$ cat config.mk
export PLATFORM = sky130hd
export DESIGN_NAME = usdb_serial_core
export DESIGN_NICKNAME = d
export VERILOG_FILES = /design/src/verilog/usdb_pkg.sv /design/src/verilog/usdb_baud_gen.sv /design/src/verilog/usdb_serial_core.sv
export SDC_FILE = /design/constraint.sdc
export NUM_CORES = 1
export LEC_CHECK = 0
export ABC_AREA = 0
export BUFFER_PORTS_ARGS = -buffer_cell sky130_fd_sc_hd__clkbuf_2
export CORE_MARGIN = 8
export CORE_UTILIZATION = 50
export DETAILED_ROUTE_END_ITERATION = 7
export PLACE_DENSITY_LB_ADDON = 0.1
export REMOVE_ABC_BUFFERS = 1
export SLEW_MARGIN = 20
export SYNTH_ARGS = -nofsm -noshare
export SYNTH_HDL_FRONTEND = slang
export SYNTH_SLANG_ARGS = --single-unit
$ cat constraint.sdc
create_clock -name mclk -period 4.4 [get_ports mclk]
set_input_delay 0.88 -clock mclk [delete_from_list [all_inputs] [get_ports mclk]]
set_output_delay 0.88 -clock mclk [all_outputs]
set_load 0.02 [all_outputs]
$ cat src/verilog/usdb_pkg.sv
package usdb_pkg;

    localparam int ADDR_W     = 3;
    localparam int DATA_W     = 16;
    localparam int BAUD_DIV_W = 12;
    localparam int CHAR_W     = 9;

    // Register offsets
    localparam logic [ADDR_W-1:0] ADDR_DATA     = 3'h0;
    localparam logic [ADDR_W-1:0] ADDR_CTRL     = 3'h1;
    localparam logic [ADDR_W-1:0] ADDR_STATUS   = 3'h2;
    localparam logic [ADDR_W-1:0] ADDR_BAUD     = 3'h3;
    localparam logic [ADDR_W-1:0] ADDR_IRQ_STAT = 3'h4;
    localparam logic [ADDR_W-1:0] ADDR_IRQ_MASK = 3'h5;

    // Control fields
    localparam int CTL_TX_EN    = 0;
    localparam int CTL_RX_EN    = 1;
    localparam int CTL_DBL      = 2;
    localparam int CTL_SYNC     = 3;
    localparam int CTL_NINTH    = 4;
    localparam int CTL_SIZE_LSB = 5;
    localparam logic [DATA_W-1:0] CTRL_RESET = 16'h0060;

    // Status fields
    localparam int ST_RXC = 0;
    localparam int ST_TXE = 1;
    localparam int ST_TXC = 2;
    localparam int ST_OVR = 3;
    localparam int ST_FE  = 4;
    localparam int ST_RX9 = 5;

    // Interrupt event bits
    localparam int IRQ_RXC = 0;
    localparam int IRQ_TXE = 1;
    localparam int IRQ_TXC = 2;
    localparam int IRQ_OVR = 3;
    localparam int IRQ_W   = 4;
    localparam logic [IRQ_W-1:0] IRQ_MASK_RESET = 4'h0;

    localparam logic [BAUD_DIV_W-1:0] BAUD_RESET = 12'h000;

    // Samples per bit
    localparam logic [4:0] OS_NORMAL = 5'h10;
    localparam logic [4:0] OS_DOUBLE = 5'h08;

    localparam logic [2:0] SIZE_9BIT = 3'h7;

    function automatic logic [3:0] usdb_char_bits(input logic [2:0] size);
        // Codes 4 to 6 are unused and fall back on their low bits
        return (size == SIZE_9BIT) ? 4'h9 : 4'h5 + {2'h0, size[1:0]};
    endfunction

endpackage

$ cat src/verilog/usdb_baud_gen.sv
`timescale 1ns/100ps
module usdb_baud_gen
    import usdb_pkg::*;
#(
    parameter int DIV_W = BAUD_DIV_W
) (
    input  wire logic             mclk,
    input  wire logic             resetn,
    input  wire logic [DIV_W-1:0] divisor,
    input  wire logic             restart,
    output logic                  tick
);

    logic [DIV_W-1:0] cnt_q;
    logic             tick_q;
    logic             at_zero;

    assign at_zero = (cnt_q == '0);
    assign tick    = tick_q;

    // Period is divisor + 1 clocks; zero ticks every clock
    always_ff @(posedge mclk) begin
        if (!resetn || restart) begin
            cnt_q  <= '0;
            tick_q <= 1'b0;
        end else begin
            cnt_q  <= at_zero ? divisor : cnt_q - 1'b1;
            tick_q <= at_zero;
        end
    end

endmodule // usdb_baud_gen

$ cat src/verilog/usdb_serial_core.sv
// Added by the designer: the strobed register port and the register offsets.
`timescale 1ns/100ps
module usdb_serial_core
    import usdb_pkg::*;
#(
    parameter int DIV_W = BAUD_DIV_W
) (
    input  wire logic              mclk,
    input  wire logic              resetn,
    input  wire logic [ADDR_W-1:0] reg_addr,
    input  wire logic [DATA_W-1:0] reg_wdata,
    input  wire logic              reg_wr,
    input  wire logic              reg_rd,
    output logic [DATA_W-1:0]      reg_rdata,
    input  wire logic              rx_pin,
    output logic                   serial_out_pin,
    output logic                   irq
);

    if (DIV_W < 1 || DIV_W > DATA_W) begin : g_bad_div
        $error("Divisor width must fit the data bus");
    end

    typedef enum logic [3:0] {
        TX_IDLE  = 4'b0001,
        TX_START = 4'b0010,
        TX_DATA  = 4'b0100,
        TX_STOP  = 4'b1000
    } usdb_tx_state_t;

    typedef enum logic [3:0] {
        RX_IDLE  = 4'b0001,
        RX_START = 4'b0010,
        RX_DATA  = 4'b0100,
        RX_STOP  = 4'b1000
    } usdb_rx_state_t;

    // Register state
    logic [DATA_W-1:0]     ctrl_q;
    logic [DIV_W-1:0]      baud_q;
    logic [IRQ_W-1:0]      irq_st_q;
    logic [IRQ_W-1:0]      irq_st_d;
    logic [IRQ_W-1:0]      irq_mask_q;
    logic [IRQ_W-1:0]      irq_ev;
    logic                  irq_q;
    logic [DATA_W-1:0]     rdata_q;
    logic [DATA_W-1:0]     rd_val;
    logic [DATA_W-1:0]     status_w;

    // Decode
    logic                  wr_data;
    logic                  wr_ctrl;
    logic                  wr_baud;
    logic                  wr_irq_st;
    logic                  wr_irq_mask;
    logic                  rd_data;

    // Control fields
    logic                  tx_en;
    logic                  rx_en;
    logic [2:0]            char_size;
    logic [3:0]            nbits;
    logic [4:0]            os_n;
    logic [4:0]            os_last;
    logic [4:0]            os_half;
    logic                  samp_tick;

    // Transmit side
    logic                  thb_valid_q;
    logic [CHAR_W-1:0]     thb_data_q;
    usdb_tx_state_t        tx_state_q;
    logic [4:0]            tx_os_q;
    logic [3:0]            tx_bit_q;
    logic [CHAR_W-1:0]     tx_sh_q;
    logic                  tx_out_q;
    logic                  tx_load;
    logic                  tx_bit_end;
    logic                  tx_done;

    // Receive side
    logic                  rx_meta_q;
    logic                  rx_sync_q;
    usdb_rx_state_t        rx_state_q;
    logic [4:0]            rx_os_q;
    logic [3:0]            rx_bit_q;
    logic [CHAR_W-1:0]     rx_sh_q;
    logic                  rx_ev;
    logic                  rx_push;
    logic [CHAR_W-1:0]     rx_word;
    logic                  push_ok;
    logic                  pop;
    logic                  overrun;
    logic                  ovr_q;

    // Receive queue
    logic [CHAR_W:0]       fifo_mem [2];
    logic [1:0]            fifo_cnt_q;
    logic [1:0]            fifo_cnt_d;
    logic                  fifo_rp_q;
    logic                  fifo_wp_q;
    logic [CHAR_W:0]       head;

    // One address, direction picks the buffer
    assign wr_data     = reg_wr && (reg_addr == ADDR_DATA);
    assign rd_data     = reg_rd && (reg_addr == ADDR_DATA);
    assign wr_ctrl     = reg_wr && (reg_addr == ADDR_CTRL);
    assign wr_baud     = reg_wr && (reg_addr == ADDR_BAUD);
    assign wr_irq_st   = reg_wr && (reg_addr == ADDR_IRQ_STAT);
    assign wr_irq_mask = reg_wr && (reg_addr == ADDR_IRQ_MASK);

    assign tx_en     = ctrl_q[CTL_TX_EN];
    assign rx_en     = ctrl_q[CTL_RX_EN];
    assign char_size = ctrl_q[CTL_SIZE_LSB +: 3];
    assign nbits     = usdb_char_bits(char_size);

    // Double speed only counts in asynchronous mode
    assign os_n    = (ctrl_q[CTL_DBL] && !ctrl_q[CTL_SYNC]) ? OS_DOUBLE : OS_NORMAL;
    assign os_last = os_n - 5'h01;
    assign os_half = (os_n >> 1) - 5'h01;

    usdb_baud_gen #(
        .DIV_W   (DIV_W)
    ) u_baud (
        .mclk    (mclk),
        .resetn  (resetn),
        .divisor (baud_q),
        .restart (wr_baud),
        .tick    (samp_tick)
    );

    always_ff @(posedge mclk) begin
        if (!resetn) begin
            ctrl_q     <= CTRL_RESET;
            baud_q     <= DIV_W'(BAUD_RESET);
            irq_mask_q <= IRQ_MASK_RESET;
        end else begin
            if (wr_ctrl) begin
                ctrl_q <= reg_wdata;
            end
            if (wr_baud) begin
                baud_q <= reg_wdata[DIV_W-1:0];
            end
            if (wr_irq_mask) begin
                irq_mask_q <= reg_wdata[IRQ_W-1:0];
            end
        end
    end

    // Holding buffer; ninth bit is latched from control at write time
    assign tx_load = tx_en && thb_valid_q && (tx_state_q == TX_IDLE);

    always_ff @(posedge mclk) begin
        if (!resetn) begin
            thb_valid_q <= 1'b0;
            thb_data_q  <= '0;
        end else if (tx_load) begin
            thb_valid_q <= 1'b0;
        end else if (wr_data && !thb_valid_q) begin
            thb_valid_q <= 1'b1;
            thb_data_q  <= {ctrl_q[CTL_NINTH], reg_wdata[7:0]};
        end
    end

    assign tx_bit_end = samp_tick && (tx_os_q == os_last);
    assign tx_done    = tx_bit_end && (tx_state_q == TX_STOP);

    // Only nbits leave the shifter, so upper bits never reach the pin
    always_ff @(posedge mclk) begin
        if (!resetn) begin
            tx_state_q <= TX_IDLE;
            tx_bit_q   <= '0;
            tx_sh_q    <= '0;
            tx_out_q   <= 1'b1;
        end else begin
            unique case (tx_state_q)
                TX_IDLE: if (tx_load) begin
                    tx_state_q <= TX_START;
                    tx_sh_q    <= thb_data_q;
                    tx_out_q   <= 1'b0;
                end
                TX_START: if (tx_bit_end) begin
                    tx_state_q <= TX_DATA;
                    tx_out_q   <= tx_sh_q[0];
                    tx_sh_q    <= tx_sh_q >> 1;
                    tx_bit_q   <= '0;
                end
                TX_DATA: if (tx_bit_end) begin
                    if (tx_bit_q == nbits - 4'h1) begin
                        tx_state_q <= TX_STOP;
                        tx_out_q   <= 1'b1;
                    end else begin
                        tx_out_q <= tx_sh_q[0];
                        tx_sh_q  <= tx_sh_q >> 1;
                        tx_bit_q <= tx_bit_q + 4'h1;
                    end
                end
                TX_STOP: if (tx_bit_end) begin
                    tx_state_q <= TX_IDLE;
                end
                default: tx_state_q <= TX_IDLE;
            endcase
        end
    end

    always_ff @(posedge mclk) begin
        if (!resetn || tx_state_q == TX_IDLE) begin
            tx_os_q <= '0;
        end else if (samp_tick) begin
            tx_os_q <= (tx_os_q == os_last) ? 5'h00 : tx_os_q + 5'h01;
        end
    end

    // Pin passes two flops before any logic reads it
    always_ff @(posedge mclk) begin
        if (!resetn) begin
            rx_meta_q <= 1'b1;
            rx_sync_q <= 1'b1;
        end else begin
            rx_meta_q <= rx_pin;
            rx_sync_q <= rx_meta_q;
        end
    end

    assign rx_ev   = samp_tick && (rx_os_q == ((rx_state_q == RX_START) ? os_half : os_last));
    assign rx_push = rx_ev && (rx_state_q == RX_STOP);

    // Start is rechecked mid-bit to reject glitches
    always_ff @(posedge mclk) begin
        if (!resetn) begin
            rx_state_q <= RX_IDLE;
            rx_bit_q   <= '0;
            rx_sh_q    <= '0;
        end else begin
            unique case (rx_state_q)
                RX_IDLE: if (!rx_sync_q) begin
                    rx_state_q <= RX_START;
                end
                RX_START: if (rx_ev) begin
                    rx_state_q <= rx_sync_q ? RX_IDLE : RX_DATA;
                    rx_bit_q   <= '0;
                end
                RX_DATA: if (rx_ev) begin
                    rx_sh_q  <= {rx_sync_q, rx_sh_q[CHAR_W-1:1]};
                    rx_bit_q <= rx_bit_q + 4'h1;
                    if (rx_bit_q == nbits - 4'h1) begin
                        rx_state_q <= RX_STOP;
                    end
                end
                RX_STOP: if (rx_ev) begin
                    rx_state_q <= RX_IDLE;
                end
                default: rx_state_q <= RX_IDLE;
            endcase
            if (!rx_en) begin
                rx_state_q <= RX_IDLE;
            end
        end
    end

    always_ff @(posedge mclk) begin
        if (!resetn || rx_state_q == RX_IDLE) begin
            rx_os_q <= '0;
        end else if (samp_tick) begin
            rx_os_q <= rx_ev ? 5'h00 : rx_os_q + 5'h01;
        end
    end

    // Right-justify the character; shifted-in zeros fill unused bits
    assign rx_word = rx_sh_q >> (4'h9 - nbits);

    // Any data read pops, bit tests included
    assign pop        = rd_data && (fifo_cnt_q != 2'h0);
    assign push_ok    = rx_push && ((fifo_cnt_q != 2'h2) || pop);
    assign overrun    = rx_push && !push_ok;
    assign fifo_cnt_d = fifo_cnt_q + {1'b0, push_ok} - {1'b0, pop};
    assign head       = fifo_mem[fifo_rp_q];

    always_ff @(posedge mclk) begin
        if (push_ok) begin
            fifo_mem[fifo_wp_q] <= {!rx_sync_q, rx_word};
        end
    end

    // Disabling the receiver flushes the queue
    always_ff @(posedge mclk) begin
        if (!resetn || !rx_en) begin
            fifo_cnt_q <= 2'h0;
            fifo_rp_q  <= 1'b0;
            fifo_wp_q  <= 1'b0;
        end else begin
            fifo_cnt_q <= fifo_cnt_d;
            fifo_rp_q  <= fifo_rp_q ^ pop;
            fifo_wp_q  <= fifo_wp_q ^ push_ok;
        end
    end

    // Set wins over the clear by read
    always_ff @(posedge mclk) begin
        if (!resetn) begin
            ovr_q <= 1'b0;
        end else if (overrun) begin
            ovr_q <= 1'b1;
        end else if (pop || !rx_en) begin
            ovr_q <= 1'b0;
        end
    end

    always_comb begin
        status_w         = '0;
        status_w[ST_RXC] = (fifo_cnt_q != 2'h0);
        status_w[ST_TXE] = !thb_valid_q;
        status_w[ST_TXC] = !thb_valid_q && (tx_state_q == TX_IDLE);
        status_w[ST_OVR] = ovr_q;
        status_w[ST_FE]  = (fifo_cnt_q != 2'h0) && head[CHAR_W];
        status_w[ST_RX9] = (fifo_cnt_q != 2'h0) && head[CHAR_W-1];
    end

    // Sticky events, write one to clear, event wins
    assign irq_ev[IRQ_RXC] = push_ok;
    assign irq_ev[IRQ_TXE] = tx_load;
    assign irq_ev[IRQ_TXC] = tx_done && !thb_valid_q;
    assign irq_ev[IRQ_OVR] = overrun;
    assign irq_st_d = (irq_st_q & ~(wr_irq_st ? reg_wdata[IRQ_W-1:0] : {IRQ_W{1'b0}})) | irq_ev;

    always_ff @(posedge mclk) begin
        if (!resetn) begin
            irq_st_q <= '0;
            irq_q    <= 1'b0;
        end else begin
            irq_st_q <= irq_st_d;
            irq_q    <= |(irq_st_q & irq_mask_q);
        end
    end

    // Empty queue reads zero; unmapped offsets read zero
    assign rd_val =
        (reg_addr == ADDR_DATA)     ? {8'h00, (fifo_cnt_q != 2'h0) ? head[7:0] : 8'h00} :
        (reg_addr == ADDR_CTRL)     ? ctrl_q :
        (reg_addr == ADDR_STATUS)   ? status_w :
        (reg_addr == ADDR_BAUD)     ? DATA_W'(baud_q) :
        (reg_addr == ADDR_IRQ_STAT) ? DATA_W'(irq_st_q) :
        (reg_addr == ADDR_IRQ_MASK) ? DATA_W'(irq_mask_q) : '0;

    always_ff @(posedge mclk) begin
        if (!resetn) begin
            rdata_q <= '0;
        end else begin
            rdata_q <= reg_rd ? rd_val : '0;
        end
    end

    assign reg_rdata      = rdata_q;
    assign serial_out_pin = tx_out_q;
    assign irq            = irq_q;

endmodule // usdb_serial_core

==> flow_summary.toml, run 1 <==
[clocking]
tritoncts = "yes"
numCtsBuffers = 17
hold_buffers = 0
cts_max_level = 4
cts.sinks = 148
clock_latency_ns = 0.42
cts-resized-gates = 0
postCtsSetupBuffers = 0
clk_root_buffer_cell = "clkbuf_16"
clk_path_buf_depth = 2
path_clk_slew_ns = 0.06

[routing]
vias_per_cell = 5.58
antenna_left = 0
topRoutingLayerUsed = "met4"
first_iter_violations = 371
met1_length_um = 7410
wl_met2_um = 7410
wl_per_cell_um = 16.6
drt_wl_total_um = 15500
vias = 5225
dr.pass1.iters = 5
drc = 0
wl_met3_um = 512

[synth]
synth_top_cell_by_area = "dfxtp_1"
synth_cell_types = 64
ys.flop_type = "dfxtp_1"
async_flop_share = 0
synthTopCellsByCount = "dfxtp_1, nand2_1, nor2_1"
synthTopCellsByArea = "dfxtp_1, edfxtp_1, mux2i_1"
avgSynthCellArea_um2 = 9.31
synthDominantCellAreaShare = 0.381
synth_area_mm2 = 0.00673
synth_seq_cells = 148
netlist_instances = 723
yosysMostFrequentCell = "dfxtp_1"
ys_seq_area_frac = 0.470
ys.warnings.count = 0
synth_edf_count = 20

[critical_path]
worstPathMaxFanout = 18
path_buf_inv = 1
criticalPathCategory = "flop to flop"
crit_top_cell = "ha_1"
start_kind = "flop"
setup.worst_path.end_class = "flop"
cp_slowest_stage_delay_ns = 0.70
critPathArrivalTime_ns = 3.66
crit_chain = "ha_1 -> a21oi_1 -> clkinv_1 -> ha_1 -> o22ai_1 -> xor2_1 -> a211oi_4 -> nor2_1 -> a211oi_1"
crit_family = "compound AO/OA/AOI/OAI gates"
slowest_stage = "a211oi_4"
cp.required_ns = 4.73

[floorplan]
num_rows = 42
die_area_mm2 = 0.0174
die_height_um = 132
dieWidth_um = 132
start_util = 0.510
ioPinCount = 42
core-area_mm2 = 0.0132

[finish]
layout.nets = 785
n_antenna_cell = 0
fin_util = 0.581
drive_gt1_frac = 0.142
fillers = 1168
area_growth_pct = 13.9

[power]
p_int_w = 0.00268
powerDensity_mw_per_mm2 = 472
power_frac_comb = 0.153
vdd_drop_max_uv = 255
p_switching_w = 0.000942
netSwitchingFraction = 0.260
p_leak_nw = 2.96
clkPwrFrac = 0.435
sequentialPowerShare = 0.412

[worst_hold_path]
hp-class = "flop to flop"

[outcome]
status = "complete, no violations"

[global_routing]
grt.total_usage = 0.181
grt_pass1_vias = 5010
grt_start_max_net_pins = 44
antenna_found_initial = 0
overflow = 0
grt_pass1_wl_um = 25600

[sta]
clock_skew_ns = 0.00465
setup_viol = 0
max_freq_ghz = 0.301
fin_setup_tns_ns = 0
period_needed_ns = 3.32
rsz0062_at_grt = "false"
slew_viol_final = 0
worstMarginPinSlew_ns = 0.737
max_slew_margin = 0.507
layout_setup_ws_ns = 1.08
hold_viol_final = 0
fin_crit_sh = 0.755

[placed_design]
portBuffers = 41
place_worst_setup_slack_ns = 0.839
dp_hpwl_um = 11100
gp_congestion = 0.814

[job]
cap_violations = 0
-- registers in the layout, indices dropped and copies added (netlist names), 5 cells and up --
register	count
fifo_mem	20
ctrl_q	16
reg_rdata	16
baud_q	12
u_baud.cnt_q	12
rx_sh_q	9
thb_data_q	9
tx_sh_q	9
rx_os_q	5
tx_os_q	5
-- metal layers --
layer,track usage,vias up
met3,0.0377,19
met1,0.230,2520
met2,0.292,78
met4,0.0728,0
li1,-,2608
met5,0,-
-- through the flow --
step                      hold WS, ns  power, W  instance area, µm²  instances
final                           0.410   0.00362                7670        937
after global routing            0.432   0.00375                7670        937
after CTS                       0.417   0.00364                7670        937
after detailed placement        0.400   0.00206                7020        905
after global placement          0.401   0.00205                7020        905
after floorplan                 0.386   0.00194                6560        684
-- worst paths after layout --
kind	from	endpoint	slack, ns	cells past startpoint
worst min-delay path	rx_meta_q$_SDFF_PN1_	rx_sync_q$_SDFF_PN1_	0.41	1
worst max register to register	ctrl_q[5]$_SDFFE_PN1P_	tx_sh_q[0]$_SDFFE_PN0P_	1.08	9
worst max-delay path	ctrl_q[5]$_SDFFE_PN1P_	tx_sh_q[0]$_SDFFE_PN0P_	1.08	9
worst min register to register	rx_meta_q$_SDFF_PN1_	rx_sync_q$_SDFF_PN1_	0.41	1
-- layout by cell type (no fill, tap or decap), types with 8 or more instances in the layout --
| master | Yosys | layout |
|---|---|---|
| a211oi_1 | 11 | 11 |
| a211oi_2 | 11 | 11 |
| a21oi_1 | 51 | 51 |
| and2_1 | 8 | 8 |
| clkbuf_16 | 0 | 18 |
| clkbuf_2 | 0 | 41 |
| dfxtp_1 | 128 | 128 |
| edfxtp_1 | 20 | 20 |
| ha_1 | 13 | 13 |
| inv_1 | 13 | 13 |
| mux2i_1 | 50 | 50 |
| nand2_1 | 94 | 94 |
| nand2b_1 | 16 | 16 |
| nand3_1 | 24 | 24 |
| nand4_1 | 8 | 8 |
| nor2_1 | 76 | 76 |
| nor3_1 | 16 | 16 |
| o21ai_0 | 19 | 19 |
| o22ai_1 | 8 | 8 |
| xnor2_1 | 18 | 18 |
| xor2_1 | 16 | 16 |
-- final cells by class --
type / instances / area [µm²] / share of cell area
multi-input combinational: 522 / 3340 / 0.436
timing repair buffer: 45 / 235 / 0.0307
inverter: 14 / 52.6 / 0.00685
clock buffer: 20 / 478 / 0.0623
tap: 176 / 220 / 0.0287
clock inverter: 12 / 174 / 0.0227
sequential: 148 / 3160 / 0.413
-- kinds of logic (layout without fill, tap and decap cells) --
| kind of cell | Yosys count | count (layout) | share of synthesized area |
|---|---|---|---|
| AO/OA/AOI/OAI | 137 | 137 | 0.141 |
| XOR/XNOR | 34 | 34 | 0.0442 |
| adder cells (fa/ha/maj) | 13 | 13 | 0.0242 |
| buffers and inverters | 53 | 91 | 0.0335 |
| flip-flops | 148 | 148 | 0.470 |
| multiplexers | 54 | 54 | 0.0810 |
| AND/OR/NAND/NOR | 284 | 284 | 0.206 |
-- power by group through the flow --
stage / Sequential (W) / Clock (W) / Combinational [W]
6_report: 0.00149 / 0.00158 / 0.000552
5_1_grt: 0.00150 / 0.00165 / 0.000605
4_1_cts: 0.00149 / 0.00160 / 0.000556
3_5_place_dp: 0.00152 / 0 / 0.000544
3_3_place_gp: 0.00152 / 0 / 0.000535
2_1_floorplan: 0.00150 / 0 / 0.000434
No activity file was read; power rests on OpenSTA's default activity.
==> run 2, diff against run 1 <==
clock period = 3 ns   (was 4.4 ns; I/O delays follow)
==> flow_summary.toml, run 2 (same netlist as run 1, synthesis figures left out) <==
[global_routing]
grt_pass1_wl_um = 25900
grt.total_usage = 0.184
grt_start_max_net_pins = 36
grt_pass1_vias = 5039
overflow = 0
antenna_found_initial = 0

[sta]
hold_viol_final = 0
layout_setup_ws_ns = 0.310
worstMarginPinSlew_ns = 0.675
rsz0062_at_grt = "false"
max_slew_margin = 0.544
clock_skew_ns = 0.00614
slew_viol_final = 0
period_needed_ns = 2.69
fin_crit_sh = 0.897
setup_viol = 0
max_freq_ghz = 0.372

[clocking]
clock_latency_ns = 0.42
cts.sinks = 148
numCtsBuffers = 17
hold_buffers = 0
clk_path_buf_depth = 2
path_clk_slew_ns = 0.06
cts_max_level = 4
tritoncts = "yes"
clk_root_buffer_cell = "clkbuf_16"

[power]
p_total_w = 0.00517
p_leak_nw = 3.03
vdd_drop_max_uv = 408
powerDensity_mw_per_mm2 = 666

[critical_path]
startpoint = "ctrl_q[6]$_SDFFE_PN1P_"
cp.required_ns = 3.33
start_kind = "flop"
criticalPathCategory = "flop to flop"
timing.rr.start = "ctrl_q[6]$_SDFFE_PN1P_"
worstPathMaxFanout = 18
critPathArrivalTime_ns = 3.02
setup.worst_path.end_class = "flop"
rrSetupSlack_ns = 0.31
worstRegToRegCells = 12
r2r-end = "tx_sh_q[5]$_SDFFE_PN0P_"
crit_end = "tx_sh_q[5]$_SDFFE_PN0P_"

[finish]
seqCellArea_mm2 = 0.00316
n_antenna_cell = 0
top_register = "fifo_mem"
multi_input_area_mm2 = 0.00335
layout.nets = 804
fillers = 1153
drive_gt1_frac = 0.160
area_growth_pct = 15.4
final_common_cell = "dfxtp_1"
layout_common_cells = "dfxtp_1, nand2_1, nor2_1, a21oi_1, mux2i_1"
largest_reg_flops = 20

[placed_design]
gp_congestion = 0.889
portBuffers = 41
dp_hpwl_um = 11300
place_worst_setup_slack_ns = 0.263

[outcome]
status = "complete, no violations"

[floorplan]
start_util = 0.510
dieWidth_um = 132
die_area_mm2 = 0.0174
ioPinCount = 42
core-area_mm2 = 0.0132
die_height_um = 132
num_rows = 42

[routing]
vias_per_cell = 5.52
antenna_left = 0
dr.pass1.iters = 5
vias = 5274
drt_wl_total_um = 15700
wl_per_cell_um = 16.4
first_iter_violations = 368
drc = 0

[worst_hold_path]
hp-class = "input port to flop"
hp-start = "rx_pin"

[job]
cap_violations = 0
[run 2: cell count changes in the layout (fill, tap and decap cells not counted), sizes merged]
cell / previous run / this run
bufinv: 4 / 2
clkinv: 7 / 2
clkbuf: 61 / 65
buf: 4 / 23
clkinvlp: 1 / 3
[run 2: report_power, final]
group / switching (W) / leakage, nW / total (W) / internal (W)
Combinational: 0.000471 / 1.49 / 0.000834 / 0.000362
Clock: 0.000809 / 0.290 / 0.00217 / 0.00136
Sequential: 0.0000793 / 1.24 / 0.00218 / 0.00210
[run 2: stage by stage]
step | utilization | cells | area [µm²] | TNS (ns) | hold WS, ns
6_report | 0.589 | 955 | 7770 | 0 | 0.358
5_1_grt | 0.589 | 955 | 7770 | 0 | 0.374
4_1_cts | 0.589 | 955 | 7760 | 0 | 0.345
3_5_place_dp | 0.543 | 924 | 7160 | 0 | 0.398
3_3_place_gp | 0.543 | 924 | 7160 | 0 | 0.389
2_1_floorplan | - | 684 | 6560 | -3.20 | 0.386
[run 2: how the worst min path moves through the flow]
stage	end	slack (ns)	cells past startpoint
CTS	rx_meta_q$_SDFF_PN1_	0.35	2
floorplan	rx_sync_q$_SDFF_PN1_	0.39	1
detailed placement	rx_sync_q$_SDFF_PN1_	0.40	1
global route	rx_meta_q$_SDFF_PN1_	0.37	2
finish	rx_meta_q$_SDFF_PN1_	0.36	2
global placement	rx_sync_q$_SDFF_PN1_	0.39	1
[run 2: per-layer routing]
metal	vias up	GRT usage	part of all wire	wire, µm
li1	2655	-	-	-
met1	2485	0.235	0.47	7330
met2	116	0.299	0.47	7430
met3	18	0.0434	0.047	730
met4	0	0.0625	0.013	206
met5	-	0	0	0
[run 2: worst max-delay path: stages, from the launching register on]
cell      delay (ns)
dfxtp_1         0.33
ha_1            0.29
inv_1           0.06
a21oi_1         0.23
inv_1           0.08
ha_1            0.22
xor2_2          0.20
xor2_1          0.17
and4_1          0.26
a211oi_4        0.23
buf_4           0.24
nor2_1          0.06
a211oi_1        0.22
[run 2: timing repair]
item	4_1_cts	5_1_grt
endpoints found under the setup margin	0	2
buffers inserted	0	0
resized for setup	0	1
[run 2: cell type report]
class	instances	share of cell area
Tap cell	176	0.0283
Sequential cell	148	0.407
Clock buffer	24	0.0660
Timing Repair Buffer	64	0.0486
Multi-Input combinational cell	522	0.431
Clock inverter	7	0.0121
Inverter	14	0.00676
